File: config.mk
export PLATFORM = sky130hd
export DESIGN_NAME = fspc_ctrl
export DESIGN_NICKNAME = d
export VERILOG_FILES = /design/src/fspc_pkg.sv /design/src/fspc_ctrl.sv
export SDC_FILE = /design/constraint.sdc
export NUM_CORES = 1
export LEC_CHECK = 0
export BUFFER_PORTS_ARGS = -buffer_cell sky130_fd_sc_hd__buf_2
export CAP_MARGIN = 15
export CORE_MARGIN = 2
export CORE_UTILIZATION = 59
export DETAILED_ROUTE_END_ITERATION = 8
export GPL_TIMING_DRIVEN = 0
export HOLD_SLACK_MARGIN = 0.03
export PLACE_DENSITY = 0.84
export SLEW_MARGIN = 10
export SYNTH_ARGS = -nofsm -noshare
export SYNTH_HDL_FRONTEND = slang
export SYNTH_SLANG_ARGS = --single-unit
File: constraint.sdc
create_clock -name mclk -period 4.53 [get_ports mclk]
set_input_delay 0.6795 -clock mclk [delete_from_list [all_inputs] [get_ports mclk]]
set_output_delay 0.6795 -clock mclk [all_outputs]
set_load 0.005 [all_outputs]
File: src/fspc_pkg.sv
// Purpose: Constants for the flash self-programming control front-end
// Assumes: APB slave, byte registers in the low bits of 32-bit words
// Notes:   Offsets are word indices, byte address is index * 4 (printed offsets kept as indices)
package fspc_pkg;
    // ==========================================================
    // Register indices (byte address is index * 4)
    localparam logic [7:0]  IDX_CHIP_CTRL   = 8'h9F;
    localparam logic [7:0]  IDX_UPD_EN      = 8'hA5;
    localparam logic [7:0]  IDX_ADDR_LO     = 8'hA6;
    localparam logic [7:0]  IDX_ADDR_HI     = 8'hA7;
    localparam logic [7:0]  IDX_COMMAND     = 8'hAF;
    localparam logic [7:0]  IDX_TRIGGER     = 8'hA4;
    localparam logic [7:0]  IDX_KEY         = 8'hC7;
    localparam logic [7:0]  IDX_SETUP_BYTE  = 8'hC0;
    localparam logic [7:0]  IDX_BO_CTRL     = 8'hC1;
    localparam logic [7:0]  IDX_FLASH_STAT  = 8'hC2;
    // ==========================================================
    // Field positions
    localparam int BIT_PROG_EN    = 0;
    localparam int BIT_FAULT      = 6;
    localparam int BIT_APP_UEN    = 0;
    localparam int BIT_LDR_UEN    = 1;
    localparam int BIT_SETUP_UEN  = 2;
    localparam int BIT_SEC_UEN    = 3;
    localparam int BIT_SEC_MAP    = 4;
    localparam int BIT_BO_INHIBIT = 3;
    localparam int BIT_BO_DET_EN  = 0;
    localparam int BIT_BO_RST_EN  = 1;
    localparam int BIT_OPER_EN    = 5;
    localparam int BIT_CMD_CTRL   = 4;
    localparam int BIT_TRIGGER    = 0;
    // ==========================================================
    // Reset values and keys
    localparam logic [7:0] RST_COMMAND    = 8'h30;
    localparam logic [7:0] RST_UPD_EN     = 8'h00;
    localparam logic [7:0] RST_SETUP_BYTE = 8'hFF;
    localparam logic [7:0] KEY_FIRST      = 8'hAA;
    localparam logic [7:0] KEY_SECOND     = 8'h55;
    localparam logic [7:0] UPD_EN_MASK    = 8'h1F;
    // Function codes and region selects
    localparam logic [3:0] FC_READ    = 4'h0;
    localparam logic [3:0] FC_PROGRAM = 4'h1;
    localparam logic [3:0] FC_ERASE   = 4'h2;
    localparam logic [3:0] FC_UID     = 4'h4;
    localparam logic [3:0] FC_MAKER   = 4'hB;
    localparam logic [3:0] FC_DEVID   = 4'hC;
    localparam logic [1:0] RG_APP     = 2'h0;
    localparam logic [1:0] RG_LDR     = 2'h1;
    localparam logic [1:0] RG_SETUP   = 2'h3;
    localparam logic [1:0] RG_SECURE  = 2'h2;
    localparam int PAGE_BITS = 7;
    // ==========================================================
    // Timing: nominal erase and program times
    localparam int CLK_MHZ       = 100;
    localparam int ERASE_TIME_US = 5000;
    localparam int PROG_TIME_NS  = 23500;
    localparam int ERASE_CYCLES  = ERASE_TIME_US * CLK_MHZ;
    localparam int PROG_CYCLES   = (PROG_TIME_NS * CLK_MHZ + 999) / 1000;
    localparam int READ_CYCLES   = 1;
    localparam logic [7:0] SETUP_SIZE = 8'h06;
    // Key timer load after each key write; the key stays armed one cycle longer
    localparam logic [1:0] KEY_WINDOW = 2'h3;
    typedef enum logic [2:0] {
        ST_IDLE  = 3'b001,
        ST_CHECK = 3'b010,
        ST_BUSY  = 3'b100
    } fspc_state_e;
endpackage : fspc_pkg

File: src/fspc_ctrl.sv
// Purpose: Flash self-programming control front-end, APB register slave
// Assumes: Single clock, flash array timing modelled by a busy counter
// Notes:   Overview list below; registers sit at index * 4
//
// Overview of operation
// - Brown-out inhibit blocks erase/program under threshold while detection on and reset off
// - Trigger with oversize address sets fault flag
// - Trigger with invalid command sets fault flag
// - Erase/program of disabled region sets fault
// - Brown-out inhibited erase/program sets fault flag
// - Fault flag stays until software clears it
// - Chip control bit 0 enables self-programming
// - Enable turns internal RC oscillator on
// - Chip control write needs timed-access unlock
// - Update-enable bit 4 maps secure window
// - Bit 3 gates secure erase/program, key-protected
// - Bit 2 gates setup byte erase/program
// - Bit 1 gates loader erase/program
// - Bit 0 gates application erase/program
// - Update-enable register key-protected, resets zero
// - Command fields and reset value 0x30
// - Address high byte supplies bits 15:8
// - Address low byte supplies bits 7:0
// - Function codes and region selects decoded
// - Erase uses page-aligned address only
// - Trigger stalls cpu, clears on completion
`timescale 1ns/1ps
module fspc_ctrl import fspc_pkg::*; #(
    parameter int ERASE_CNT = ERASE_CYCLES,
    parameter int PROG_CNT  = PROG_CYCLES,
    parameter logic [15:0] APP_SIZE = 16'h8000,
    parameter logic [15:0] LDR_SIZE = 16'h1000,
    parameter logic [15:0] SEC_SIZE = 16'h0080
) (
    input  wire logic        mclk,
    input  wire logic        rst_n,
    input  wire logic        psel,
    input  wire logic        penable,
    input  wire logic        pwrite,
    input  wire logic [11:0] paddr,
    input  wire logic [31:0] pwdata,
    output logic      [31:0] prdata,
    output logic             pready,
    output logic             pslverr,
    input  wire logic        below_threshold,
    output logic             rc_osc_on,
    output logic             secure_window_map,
    output logic             cpu_stall,
    output logic             flash_erase,
    output logic             flash_program,
    output logic             flash_read,
    output logic      [15:0] flash_addr,
    output logic      [1:0]  flash_region
);
    // ==========================================================
    // Registers
    logic        prog_en_q, fault_q, boot_sel_q;
    logic [7:0]  upd_en_q, addr_lo_q, addr_hi_q, cmd_q, setup_q, bo_q;
    logic [1:0]  key_stage_q;
    logic [1:0]  key_timer_q;
    logic [31:0] prdata_q;
    logic        pready_q, pslverr_q;
    logic        erase_q, prog_q, read_q, stall_q;
    logic [31:0] busy_cnt_q;
    fspc_state_e state_q;

    // ==========================================================
    // Bus decode; request taken in the access cycle, write lands at ready
    wire        acc     = psel && penable && !pready_q;
    wire        wr      = psel && penable && pready_q && pwrite;
    wire [9:0]  idx     = paddr[11:2];
    wire [7:0]  wbyte   = pwdata[7:0];
    wire        hit_cc  = idx == {2'b00, IDX_CHIP_CTRL};
    wire        hit_ue  = idx == {2'b00, IDX_UPD_EN};
    wire        hit_al  = idx == {2'b00, IDX_ADDR_LO};
    wire        hit_ah  = idx == {2'b00, IDX_ADDR_HI};
    wire        hit_cm  = idx == {2'b00, IDX_COMMAND};
    wire        hit_tg  = idx == {2'b00, IDX_TRIGGER};
    wire        hit_ky  = idx == {2'b00, IDX_KEY};
    wire        hit_sb  = idx == {2'b00, IDX_SETUP_BYTE};
    wire        hit_bo  = idx == {2'b00, IDX_BO_CTRL};
    wire        hit_st  = idx == {2'b00, IDX_FLASH_STAT};
    wire        mapped  = hit_cc | hit_ue | hit_al | hit_ah | hit_cm
                        | hit_tg | hit_ky | hit_sb | hit_bo | hit_st;
    // Unlocked: AA then 55 seen, window still open
    wire        unlocked = key_stage_q == 2'h2;
    wire        prot_ok  = unlocked && wr;
    // Any bus write outside the key register relocks the gate
    wire        key_wr   = wr && hit_ky;

    // ==========================================================
    // Command decode
    wire [1:0]  rsel    = cmd_q[7:6];
    wire        op_en   = cmd_q[BIT_OPER_EN];
    wire        ctl     = cmd_q[BIT_CMD_CTRL];
    wire [3:0]  fcode   = cmd_q[3:0];
    wire [15:0] taddr   = {addr_hi_q, addr_lo_q};
    wire        is_erase = op_en && !ctl && fcode == FC_ERASE;
    wire        is_prog  = op_en && !ctl && fcode == FC_PROGRAM;
    wire        is_read  = !op_en && !ctl && fcode == FC_READ;
    wire        is_id    = !op_en && !ctl && (fcode == FC_UID
                         || fcode == FC_MAKER || fcode == FC_DEVID);
    wire        modifies = is_erase || is_prog;
    wire        cmd_ok   = (is_erase || is_prog || is_read || is_id)
                         && (is_id || rsel != RG_SECURE
                             || upd_en_q[BIT_SEC_MAP]);
    // Region size limit, secure window reached through region 2
    wire [15:0] rsize = rsel == RG_APP ? APP_SIZE :
                        rsel == RG_LDR ? LDR_SIZE :
                        rsel == RG_SETUP ? {8'h00, SETUP_SIZE} : SEC_SIZE;
    wire        oversize = !is_id && taddr >= rsize;
    wire        region_en = rsel == RG_APP   ? upd_en_q[BIT_APP_UEN]
                          : rsel == RG_LDR   ? upd_en_q[BIT_LDR_UEN]
                          : rsel == RG_SETUP ? upd_en_q[BIT_SETUP_UEN]
                          : upd_en_q[BIT_SEC_UEN];
    wire        not_enabled = modifies && !region_en;
    // Inhibit only counts while detection on and reset off
    wire        bo_block = modifies && setup_q[BIT_BO_INHIBIT]
                         && bo_q[BIT_BO_DET_EN] && !bo_q[BIT_BO_RST_EN]
                         && below_threshold;
    wire        fault_now = !cmd_ok || oversize || not_enabled || bo_block;
    // Trigger only starts when enabled and unlocked
    wire        trig = prot_ok && hit_tg && wbyte[BIT_TRIGGER]
                     && prog_en_q && state_q == ST_IDLE;
    // Erase drops the offset within the 128-byte page
    wire [15:0] op_addr = is_erase
                        ? {taddr[15:PAGE_BITS], {PAGE_BITS{1'b0}}}
                        : taddr;
    wire [31:0] op_len = is_erase ? ERASE_CNT :
                         is_prog  ? PROG_CNT : READ_CYCLES;
    wire        done = state_q == ST_BUSY && busy_cnt_q == 32'h0;

    // ==========================================================
    // Read mux, reserved bits zero, trigger reads zero
    wire [7:0] rbyte =
        hit_cc ? {1'b0, fault_q, 4'h0, boot_sel_q, prog_en_q} :
        hit_ue ? upd_en_q : hit_al ? addr_lo_q : hit_ah ? addr_hi_q :
        hit_cm ? cmd_q : hit_sb ? setup_q : hit_bo ? bo_q :
        hit_st ? {5'h0, state_q} : 8'h00;

    // ==========================================================
    // Timed-access key sequencer
    always_ff @(posedge mclk or negedge rst_n) begin
        if (!rst_n) begin
            key_stage_q <= 2'h0;
            key_timer_q <= 2'h0;
        end else if (key_wr && wbyte == KEY_FIRST) begin
            key_stage_q <= 2'h1;
            key_timer_q <= KEY_WINDOW;
        end else if (key_wr && wbyte == KEY_SECOND && key_stage_q == 2'h1) begin
            key_stage_q <= 2'h2;
            key_timer_q <= KEY_WINDOW;
        end else if (wr || key_timer_q == 2'h0) begin
            key_stage_q <= 2'h0;  // One protected write per unlock
            key_timer_q <= 2'h0;
        end else begin
            key_timer_q <= key_timer_q - 2'h1;
        end
    end

    // ==========================================================
    // Chip control: enable, fault flag (set wins over clear)
    always_ff @(posedge mclk or negedge rst_n) begin
        if (!rst_n) begin
            prog_en_q  <= 1'b0;
            fault_q    <= 1'b0;
            boot_sel_q <= 1'b0;
        end else begin
            if (prot_ok && hit_cc) begin
                prog_en_q  <= wbyte[BIT_PROG_EN];
                boot_sel_q <= wbyte[1];
            end
            if (state_q == ST_CHECK && fault_now)
                fault_q <= 1'b1;
            else if (prot_ok && hit_cc)
                fault_q <= wbyte[BIT_FAULT];
        end
    end

    // ==========================================================
    // Plain and protected configuration registers
    always_ff @(posedge mclk or negedge rst_n) begin
        if (!rst_n) begin
            upd_en_q  <= RST_UPD_EN;
            addr_lo_q <= 8'h00;
            addr_hi_q <= 8'h00;
            cmd_q     <= RST_COMMAND;
            setup_q   <= RST_SETUP_BYTE;
            bo_q      <= 8'h00;
        end else begin
            if (prot_ok && hit_ue)
                upd_en_q <= wbyte & UPD_EN_MASK;
            if (wr && hit_al) addr_lo_q <= wbyte;
            if (wr && hit_ah) addr_hi_q <= wbyte;
            if (wr && hit_cm) cmd_q <= wbyte;
            if (wr && hit_sb) setup_q <= wbyte;
            if (wr && hit_bo) bo_q <= {6'h00, wbyte[1:0]};
        end
    end

    // ==========================================================
    // Operation sequencer: check one cycle, then busy for op time
    always_ff @(posedge mclk or negedge rst_n) begin
        if (!rst_n) begin
            state_q    <= ST_IDLE;
            busy_cnt_q <= 32'h0;
            erase_q    <= 1'b0;
            prog_q     <= 1'b0;
            read_q     <= 1'b0;
            stall_q    <= 1'b0;
        end else begin
            erase_q <= 1'b0;
            prog_q  <= 1'b0;
            read_q  <= 1'b0;
            case (state_q)
                ST_IDLE: begin
                    if (trig) begin
                        state_q <= ST_CHECK;
                        stall_q <= 1'b1;
                    end
                end
                ST_CHECK: begin
                    if (fault_now) begin
                        state_q <= ST_IDLE;
                        stall_q <= 1'b0;
                    end else begin
                        state_q    <= ST_BUSY;
                        busy_cnt_q <= op_len - 32'h1;
                        erase_q    <= is_erase;
                        prog_q     <= is_prog;
                        read_q     <= is_read || is_id;
                    end
                end
                ST_BUSY: begin
                    if (done) begin
                        state_q <= ST_IDLE;
                        stall_q <= 1'b0;
                    end else begin
                        busy_cnt_q <= busy_cnt_q - 32'h1;
                    end
                end
                default: begin
                    state_q <= ST_IDLE;
                    stall_q <= 1'b0;
                end
            endcase
        end
    end

    // ==========================================================
    // Outputs straight from flops
    always_ff @(posedge mclk or negedge rst_n) begin
        if (!rst_n) begin
            prdata_q          <= 32'h0;
            pready_q          <= 1'b0;
            pslverr_q         <= 1'b0;
            rc_osc_on         <= 1'b0;
            secure_window_map <= 1'b0;
            flash_addr        <= 16'h0000;
            flash_region      <= 2'h0;
        end else begin
            pready_q          <= acc;
            pslverr_q         <= acc && !mapped;
            prdata_q          <= acc ? {24'h0, rbyte} : 32'h0;
            rc_osc_on         <= prog_en_q;
            secure_window_map <= upd_en_q[BIT_SEC_MAP];
            if (state_q == ST_CHECK) begin
                flash_addr   <= op_addr;
                flash_region <= rsel;
            end
        end
    end

    assign prdata        = prdata_q;
    assign pready        = pready_q;
    assign pslverr       = pslverr_q;
    assign cpu_stall     = stall_q;
    assign flash_erase   = erase_q;
    assign flash_program = prog_q;
    assign flash_read    = read_q;

    // ==========================================================
    // Checks
    fault_sticky_a: assert property (@(posedge mclk) disable iff (!rst_n)
        fault_q && !(prot_ok && hit_cc) |=> fault_q)
        else $error("fault flag dropped without write");
    fault_region_a: assert property (@(posedge mclk) disable iff (!rst_n)
        state_q == ST_CHECK && not_enabled |=> fault_q && state_q == ST_IDLE)
        else $error("disabled region did not fault");
    no_trig_off_a: assert property (@(posedge mclk) disable iff (!rst_n)
        state_q == ST_IDLE && !prog_en_q |=> state_q == ST_IDLE)
        else $error("start while disabled");
    osc_follow_a: assert property (@(posedge mclk) disable iff (!rst_n)
        $rose(prog_en_q) |=> rc_osc_on)
        else $error("oscillator not on");
    lock_cc_a: assert property (@(posedge mclk) disable iff (!rst_n)
        wr && hit_cc && !unlocked |=> $stable(prog_en_q))
        else $error("locked write changed enable");
    lock_ue_a: assert property (@(posedge mclk) disable iff (!rst_n)
        wr && hit_ue && !unlocked |=> $stable(upd_en_q))
        else $error("locked write changed update enable");
    erase_page_a: assert property (@(posedge mclk) disable iff (!rst_n)
        flash_erase |-> flash_addr[6:0] == 7'h00)
        else $error("erase address not page aligned");
    bo_block_a: assert property (@(posedge mclk) disable iff (!rst_n)
        state_q == ST_CHECK && bo_block |=> !flash_erase && !flash_program)
        else $error("brown-out did not block");
    stall_end_a: assert property (@(posedge mclk) disable iff (!rst_n)
        done |=> !cpu_stall)
        else $error("stall not released");
    erase_run_c: cover property (@(posedge mclk) disable iff (!rst_n)
        flash_erase);
    prog_run_c: cover property (@(posedge mclk) disable iff (!rst_n)
        flash_program);
    fault_set_c: cover property (@(posedge mclk) disable iff (!rst_n)
        $rose(fault_q));
endmodule : fspc_ctrl

## Word level (Yosys, flattened, before mapping)

Index checks and enable logic that the tools add are counted.

- Bitwise logic cells: 9
- Reductions and logical operators: 66
- Magnitude comparators: 1
- Add/subtract/negate cells: 3
- Mux-type cells: 43
- Equal/unequal tests: 30

Operators by type and width:

| cell | count |
|---|---|
| 10-bit by 8-bit equality test with 1-bit output (second input constant) | 10 |
| 32-bit two-way mux | 2 |
| 8-bit two-way mux | 8 |
| 32-bit case mux with 2 select lines | 1 |
| 1-bit logical AND | 36 |
| 32-bit zero test | 1 |
| 32-bit by 1-bit subtractor with 32-bit output (second input constant) | 1 |
| 19-bit by 1-bit subtractor with 20-bit output (second input constant) | 1 |
| 19-bit two-way mux | 1 |
| 16-bit >= comparator | 1 |
| 16-bit two-way mux | 1 |
| 3-bit two-way mux | 5 |
| 1-bit two-way mux | 14 |
| 13-bit two-way mux | 1 |
| 1-bit logical OR | 12 |
| 12-bit two-way mux | 1 |
| 2-bit two-way mux | 6 |
| 2-bit inequality test (second input constant) | 6 |
| 1-bit bitwise OR | 9 |
| 3-bit case mux with 3 select lines | 1 |
| 4-bit equality test (second input constant) | 2 |
| 8-bit by 7-bit equality test with 1-bit output (second input constant) | 1 |
| 8-bit equality test (second input constant) | 1 |
| 1-bit zero test | 8 |
| 17 further kinds | 22 |

- Logic and storage cells: 176
- Flip-flop bits (word level): 115
- Output and inout bits: 58

## Longest topological paths before layout

Gate-level depths: netlist (run 1).

- Word-level depth: 13
- Gate-level depth with buffers: 11

## Worst setup path after synthesis (run 1)

No wires, ideal clock.

- Path type: in2reg
- From: in paddr[11]
- To: reg setup_q[1]
- Arrival: 2681 ps
- Required time: 4448 ps
- Path buffers: 1
- Stages: 5
- Slack: 1767 ps
- Cell sequence: or4b_2 > nor4_1 > and3_1 > clkbuf_1 > mux2_2

- Word-level cells in the longest chain between the ends: 2

RTL lines:

| what | line | RTL |
|---|---|---|
| start: declaration | fspc_ctrl.sv:40 | `input wire logic [11:0] paddr,` |
| 10-bit by 8-bit equality test with 1-bit output | fspc_ctrl.sv:80 | `wire hit_sb = idx == {2'b00, IDX_SETUP_BYTE};` |
| 1-bit logical AND | fspc_ctrl.sv:196 | `if (wr && hit_sb) setup_q <= wbyte;` |
| end signal: assignment | fspc_ctrl.sv:196 |  |
| end: declaration | fspc_ctrl.sv:58 | `logic [7:0] upd_en_q, addr_lo_q, addr_hi_q, cmd_q, setup_q, bo_q;` |

No other way between the ends.
A chain may end at the register's enable or synchronous reset.

## Worst setup path in the final report (run 1)

- From: reg cmd_q[6]
- To: reg busy_cnt_q[7]

- Word-level cells in the longest chain between the ends: 11
- Elaborated cells between the ends (all ways): 23
- Those cells by class: order compare: 1; eq/ne: 4; mux: 6; reduce/logical: 12

RTL lines:

| what | line | RTL |
|---|---|---|
| start: declaration | fspc_ctrl.sv:58 |  |
| start signal: assignment | fspc_ctrl.sv:195 | `if (wr && hit_cm) cmd_q <= wbyte;` |
| 2-bit equality test | fspc_ctrl.sv:110, fspc_ctrl.sv:114 |  |
| 8-bit two-way mux | fspc_ctrl.sv:110 | `rsel == RG_SETUP ? {8'h00, SETUP_SIZE} : SEC_SIZE;` |
| 13-bit two-way mux | fspc_ctrl.sv:109 | `rsel == RG_LDR ? LDR_SIZE :` |
| 16-bit two-way mux | fspc_ctrl.sv:108 | `wire [15:0] rsize = rsel == RG_APP ? APP_SIZE :` |
| 16-bit >= comparator | fspc_ctrl.sv:111 | `wire oversize = !is_id && taddr >= rsize;` |
| 1-bit logical AND | fspc_ctrl.sv:111 |  |
| 1-bit logical OR | fspc_ctrl.sv:121 | `wire fault_now = !cmd_ok \|\| oversize \|\| not_enabled \|\| bo_block;` |
| 1-bit logical OR (*) (2 in a row) | fspc_ctrl.sv:121 |  |
| 2-bit inequality test (no line) (*) | n/a |  |
| 3-bit AND reduction (no line) (*) | n/a |  |
| end signal: assignment | fspc_ctrl.sv:228 | `busy_cnt_q <= op_len - 32'h1;` |
| end signal: assignment | fspc_ctrl.sv:239 | `busy_cnt_q <= busy_cnt_q - 32'h1;` |
| end: declaration | fspc_ctrl.sv:64 | `logic [31:0] busy_cnt_q;` |

Mark *: on every way between the ends. The rest lies on a longest branch, timed or not.

==> results of run 1 <==
[per-layer routing]
metal  routed length (um)  track usage  up-vias
li1                     -            -     2281
met1                 6130        0.363     2416
met2                 7640        0.484      187
met3                  870       0.0699       41
met4                  473        0.124        0
met5                    0            0        -
[power by group through the flow]
stage | sequential (mW) | clock (mW) | combinational, mW
global route | 1.04 | 1.39 | 0.134
CTS | 1.04 | 1.35 | 0.119
global placement | 1.06 | 0 | 0.110
floorplan | 1.06 | 0 | 0.0650
finish | 1.04 | 1.34 | 0.118
detailed placement | 1.06 | 0 | 0.118
[registers in the layout, summed over array words and instances (netlist names), 5 cells and up]
signal and count:
addr_hi_q 8, busy_cnt_q 32, cmd_q 8, addr_lo_q 8, upd_en_q 5, setup_q 8
flash_addr 16, prdata 8
[cells in the mapped netlist (all sizes together) (4+ instances only)]
library cell / instances
a21o: 4
a21oi: 16
a222oi: 6
a22o: 8
a2bb2oi: 4
a31oi: 4
and2: 6
buf: 31
clkbuf: 20
dfrtp: 104
dfstp: 11
ha: 7
inv: 12
mux2: 42
mux2i: 4
nand2: 76
nand2b: 8
nand3: 8
nor2: 43
nor2b: 4
nor3: 12
nor3b: 8
nor4: 18
nor4b: 4
o21ai: 32
o22ai: 8
o31ai: 6
or2: 4
or3: 18
or3b: 4
or4: 7
or4b: 4
xnor2: 10
[worst max-delay path: stages (launching register included)]
cell and delay [ns]:
dfrtp_1 0.50, nand2_1 0.14, ha_1 0.21, or4_1 0.41, o21ai_0 0.16, a311oi_1 0.17, nor4_4 0.66, clkbuf_1 0.42
buf_2 0.36, nor2_1 0.10
[worst min-delay path by stage]
stage | start | endpoint | slack (ns) | depth (start not counted)
floorplan | rst_n | addr_hi_q[0] | 0.38 | 0
finish | rst_n | busy_cnt_q[7] | 0.07 | 1
CTS | rst_n | busy_cnt_q[7] | 0.08 | 1
global placement | prog_en_q | rc_osc_on | 0.41 | 0
detailed placement | prog_en_q | rc_osc_on | 0.41 | 0
global route | rst_n | busy_cnt_q[7] | 0.09 | 1
[through the flow]
step            util  hold slack [ns]  std cells  setup slack (ns)
6_report       0.727           0.0652        829              1.27
3_3_place_gp   0.663            0.413        796              1.25
4_1_cts        0.727           0.0804        829              1.28
2_1_floorplan      -            0.384        610              1.77
5_1_grt        0.727           0.0949        829             0.993
3_5_place_dp   0.667            0.411        797              1.25
[cell type report]
| type | instances | area, um^2 | area share |
|---|---|---|---|
| Multi-Input combinational cell | 432 | 2860 | 0.400 |
| Timing Repair Buffer | 54 | 299 | 0.0419 |
| Buffer | 51 | 289 | 0.0405 |
| Clock buffer | 20 | 435 | 0.0610 |
| Clock inverter | 12 | 155 | 0.0217 |
| Tap cell | 133 | 166 | 0.0233 |
| Sequential cell | 115 | 2890 | 0.405 |
| Inverter | 12 | 45.0 | 0.00631 |
[logic make-up (layout without fill, tap and decap cells)]
kind of cell / after synthesis / in the layout / synth area share
mux: 47 / 47 / 0.0893
simple gates: 236 / 236 / 0.222
buf+inv: 63 / 149 / 0.0557
fa+ha+maj: 7 / 7 / 0.0146
flops: 115 / 115 / 0.482
xor+xnor: 11 / 11 / 0.0161
compound gates: 107 / 107 / 0.120
other cells: 1 / 24 / 0.000625
==> flow_metrics.env, run 1 <==
export IMPL_max_cap_violations=0
export IMPL_htree_levels=4
export IMPL_comb_power_share=0.047
export IMPL_synth_seq_area_share=0.482
export IMPL_rr_endpoint="busy_cnt_q[7]"
export IMPL_yosys_area_top_type="dfrtp_1"
export IMPL_track_usage=0.291
export IMPL_die_h_um=105
export IMPL_ant_nets=0
export IMPL_r2r_worst_path_cells=9
export IMPL_hp_class="in -> async"
export IMPL_reg2reg_setup_slack_ns=1.27
export IMPL_firstDrtPassIters=5
export IMPL_drv_slew=0
export IMPL_ioPinCount=108
export IMPL_grt_pass1_vias=5031
export IMPL_final_cell_mix="dfrtp_1, nand2_1, buf_2, mux2_2, nor2_1"
export IMPL_critPathKind="reg -> reg"
export IMPL_drt_wl_total_mm=15.1
export IMPL_synth_area_mm2=0.00600
export IMPL_worst_pin_slew_ns=0.985
export IMPL_hold_buffers=0
export IMPL_portBuffers=53
export IMPL_crit_path_end="busy_cnt_q[7]"
export IMPL_layout_commonest_cell="dfrtp_1"
export IMPL_worstPathArrival_ns=3.66
export IMPL_routed_via_density=5.94
export IMPL_crit_path_end_kind="flip-flop"
export IMPL_numCtsBuffers=17
export IMPL_syn_instance_count=587
export IMPL_async_flop_share=1.00
export IMPL_avgSynthCellArea_um2=10.2
export IMPL_initial_core_util=0.611
export IMPL_swShare=0.223
export IMPL_crit_fanout=10
export IMPL_root_buffer="clkbuf_8"
export IMPL_dp_hpwl_mm=10.6
export IMPL_clock_skew_ns=0.00766
export IMPL_place_area_mm2=0.00655
export IMPL_ctsResizeCount=0
export IMPL_clk_pin_slew_ns=0.06
export IMPL_grt_pass1_wl_mm=25.2
export IMPL_hold_viol=0
export IMPL_finalPower_mw=2.50
export IMPL_grt_max_degree=73
export IMPL_power_frac_seq=0.417
export IMPL_synth_cell_types=69
export IMPL_crit_path_start_kind="flip-flop"
export IMPL_cts_buffer_depth=2
export IMPL_setup_violations=0
export IMPL_power_internal_mw=1.94
export IMPL_antenna_cells=0
export IMPL_finalCritPeriodShare=0.720
export IMPL_fin_crit_ns=3.26
export IMPL_pwr_share_clk=0.536
export IMPL_grt_overflow=0
export IMPL_status="completed"
export IMPL_antenna_found_initial=0
export IMPL_nFillCells=721
export IMPL_layout_drive_gt1_share=0.274
export IMPL_place_congestion=0.937
export IMPL_p_switching_uw=557
export IMPL_synthFlopType="dfrtp_1"
export IMPL_drc=0
export IMPL_finalInstanceArea_mm2=0.00714
export IMPL_required_ns=4.93
export IMPL_die_x_um=105
export IMPL_p_leak_nw=3.29
export IMPL_yosys_area_top_type_share=0.434
export IMPL_postCtsSetupBuffers=0
export IMPL_synth_area_top_cells="dfrtp_1, mux2_2, dfstp_2"
export IMPL_ys_seq_elements=115
export IMPL_syn2layout_area_growth_pct=19.0
export IMPL_drt_iter0_drc=289
export IMPL_tns_ns=0
export IMPL_clock_latency_ns=0.53
export IMPL_rsz0062_at_grt="no"
export IMPL_peakVddDrop_v=0.000274
export IMPL_nNetsFinal=740
export IMPL_yosys_warnings=0
export IMPL_max_freq_mhz=307
export IMPL_reg2reg_from="cmd_q[6]"
export IMPL_synth_edf_count=0
export IMPL_coreArea_mm2=0.00982
export IMPL_cts_tree="built"
export IMPL_wl_per_cell_um=18.2
export IMPL_rows=36
export IMPL_vias=4925
export IMPL_die_area_mm2=0.0110
export IMPL_cp_startpoint="cmd_q[6]"
export IMPL_slew_headroom=0.342
export IMPL_clkSinkCount=115
export IMPL_power_density_mw_per_mm2=350
No activity file was read; power rests on OpenSTA's default activity.
==> inputs of run 2 (changes only) <==
- ABC_AREA: unset -> 1
- CORE_UTILIZATION: 59 -> 52
- PLACE_DENSITY: 0.84 -> 0.77
- clock period: 4.53 -> 2.8 ns (I/O delays scaled with it)
==> flow_metrics.env, run 2 <==
export IMPL_hold_viol=0
export IMPL_required_ns=3.15
export IMPL_async_flop_share=1.00
export IMPL_power_frac_seq=0.411
export IMPL_p_leak_nw=4.33
export IMPL_finalPower_mw=4.10
export IMPL_avgSynthCellArea_um2=7.33
export IMPL_setup_violations=0
export IMPL_synth_edf_count=0
export IMPL_reg2reg_setup_slack_ns=0.41
export IMPL_drt_wl_total_mm=16.8
export IMPL_yosys_warnings=0
export IMPL_yosys_area_top_type="dfrtp_1"
export IMPL_final_util=0.640
export IMPL_power_density_mw_per_mm2=527
export IMPL_max_cap_violations=0
export IMPL_pwr_share_clk=0.544
export IMPL_grt_pass1_vias=5629
export IMPL_synth_most_common_cell="nand2_1"
export IMPL_clkSinkCount=115
export IMPL_preCtsSetupSlack_ns=0.509
export IMPL_synth_cell_types=38
export IMPL_drc=0
export IMPL_wl_per_cell_um=14.3
export IMPL_rr_endpoint="busy_cnt_q[18]"
export IMPL_synth_area_mm2=0.00655
export IMPL_tns_ns=0
export IMPL_crit_path_start_kind="flip-flop"
export IMPL_peakVddDrop_v=0.000376
export IMPL_place_area_mm2=0.00716
export IMPL_finalCritPeriodShare=0.853
export IMPL_worst_pin_slew_ns=0.868
export IMPL_p_switching_uw=936
export IMPL_power_internal_mw=3.16
export IMPL_r2r_worst_path_cells=15
export IMPL_vias=6123
export IMPL_synth_area_top_cells="dfrtp_1, nand2_1, o21ai_0"
export IMPL_syn_instance_count=893
export IMPL_comb_power_share=0.045
export IMPL_worstPathArrival_ns=2.74
export IMPL_largest_reg_flops=32
export IMPL_crit_path_end="busy_cnt_q[18]"
export IMPL_cp_startpoint="cmd_q[7]"
export IMPL_ioPinCount=108
export IMPL_clock_latency_ns=0.42
export IMPL_grt_pass1_wl_mm=27.4
export IMPL_ys_seq_elements=115
export IMPL_crit_path_end_kind="flip-flop"
export IMPL_grt_max_degree=59
export IMPL_die_area_mm2=0.0135
export IMPL_initial_core_util=0.538
export IMPL_layout_commonest_cell="nand2_1"
export IMPL_numCtsBuffers=17
export IMPL_routed_via_density=5.21
export IMPL_place_congestion=0.960
export IMPL_finalInstanceArea_mm2=0.00778
export IMPL_drt_iter0_drc=541
export IMPL_cts_buffer_depth=2
export IMPL_root_buffer="clkbuf_16"
export IMPL_fin_crit_ns=2.39
export IMPL_hp_class="in -> reg"
export IMPL_critPathKind="reg -> reg"
export IMPL_drv_slew=0
export IMPL_synthTopCellsByCount="nand2_1, dfrtp_1, nor2_1"
export IMPL_syn2layout_area_growth_pct=18.8
export IMPL_slew_headroom=0.418
export IMPL_reg_top3="busy_cnt_q x32, flash_addr x16"
export IMPL_synth_seq_area_share=0.442
export IMPL_coreArea_mm2=0.0122
export IMPL_clk_pin_slew_ns=0.06
export IMPL_holdWs_ns=0.277
export IMPL_htree_levels=4
export IMPL_final_cell_mix="nand2_1, dfrtp_1, nor2_1, inv_1, o21ai_0"
export IMPL_die_h_um=116
export IMPL_grt_overflow=0
export IMPL_antenna_cells=0
export IMPL_nNetsFinal=1051
export IMPL_largest_register="busy_cnt_q"
export IMPL_synthFlopType="dfrtp_1"
export IMPL_swShare=0.228
export IMPL_clock_skew_ns=0.0116
export IMPL_track_usage=0.265
export IMPL_crit_fanout=10
export IMPL_rsz0062_at_grt="no"
export IMPL_reg2reg_from="cmd_q[7]"
export IMPL_layout_drive_gt1_share=0.171
export IMPL_nFillCells=1096
export IMPL_portBuffers=57
export IMPL_max_freq_mhz=419
export IMPL_dp_cells=1142
export IMPL_antenna_found_initial=0
export IMPL_firstDrtPassIters=5
export IMPL_rows=40
export IMPL_status="completed"
export IMPL_fin_ws_ns=0.412
export IMPL_cts_tree="built"
export IMPL_postCtsSetupBuffers=0
export IMPL_die_x_um=116
export IMPL_instances_no_fill=1175
export IMPL_yosys_area_top_type_share=0.398
export IMPL_ant_nets=0
export IMPL_dp_hpwl_mm=12.3
## run 2: cell count changes in the layout (fill, tap and decap cells not counted), sizes merged, moves of 42 or more
cell / before / now
inv: 14 / 90
mux2: 42 / 0
nand2: 76 / 288
nand3: 8 / 73
nor2: 43 / 103
o21ai: 32 / 78
## run 2: logic make-up after synthesis
kind of cell | count (synthesis) | synth area share
other | 1 | 0.000573
AND/OR/NAND/NOR | 512 | 0.337
adder cells (fa/ha/maj) | 7 | 0.0134
flip-flops | 115 | 0.442
AO/OA/AOI/OAI | 114 | 0.0927
XOR/XNOR | 12 | 0.0161
buffers and inverters | 132 | 0.0986
## run 2: what timing repair did
action                                  CTS  global route
hold buffers                              1             0
endpoints found under the setup margin    0             0
resized for setup                         0             0
hold endpoints to repair                 47             0
## run 2: final cells by class
cell class | instances | area, um^2 | area share
Buffer | 45 | 319 | 0.0410
Clock buffer | 19 | 433 | 0.0557
Clock inverter | 13 | 174 | 0.0224
Inverter | 87 | 327 | 0.0420
Multi-Input combinational cell | 669 | 3090 | 0.398
Sequential cell | 115 | 2890 | 0.372
Tap cell | 168 | 210 | 0.0270
Timing Repair Buffer | 59 | 329 | 0.0423
## run 2: how the worst min path moves through the flow
| stage | from | to | slack (ns) | depth (start not counted) |
|---|---|---|---|---|
| final | penable | pready | 0.28 | 3 |
| after global routing | penable | pready | 0.28 | 3 |
| after CTS | penable | pready | 0.26 | 3 |
| after detailed placement | prog_en_q | rc_osc_on | 0.40 | 0 |
| after global placement | prog_en_q | rc_osc_on | 0.40 | 0 |
| after floorplan | rst_n | addr_hi_q[0] | 0.12 | 0 |
## run 2: power groups by stage
stage          logic (mW)  clock network [mW]  registers [mW]
5_1_grt             0.216                2.33            1.68
3_5_place_dp        0.183                   0            1.71
6_report            0.184                2.23            1.68
2_1_floorplan      0.0981                   0            1.71
4_1_cts             0.184                2.24            1.68
3_3_place_gp        0.175                   0            1.71
## run 2: worst max-delay path, cell delays in order, from the launching register on
cell	delay (ns)
dfrtp_1	0.43
inv_1	0.18
nand2_1	0.11
ha_1	0.30
inv_1	0.05
nor2_1	0.12
nand2_1	0.09
nor2b_1	0.18
nand2_1	0.07
nand3_1	0.10
nand2_1	0.10
nand4_2	0.10
buf_6	0.15
buf_6	0.15
nand3_1	0.09
nand2_1	0.08
## run 2: per-layer routing
metal,GRT usage,share of wire,vias to the layer above
met5,0,0,-
met4,0.0968,0.017,0
met3,0.0685,0.078,21
met2,0.407,0.45,244
met1,0.366,0.45,2823
li1,-,-,3035
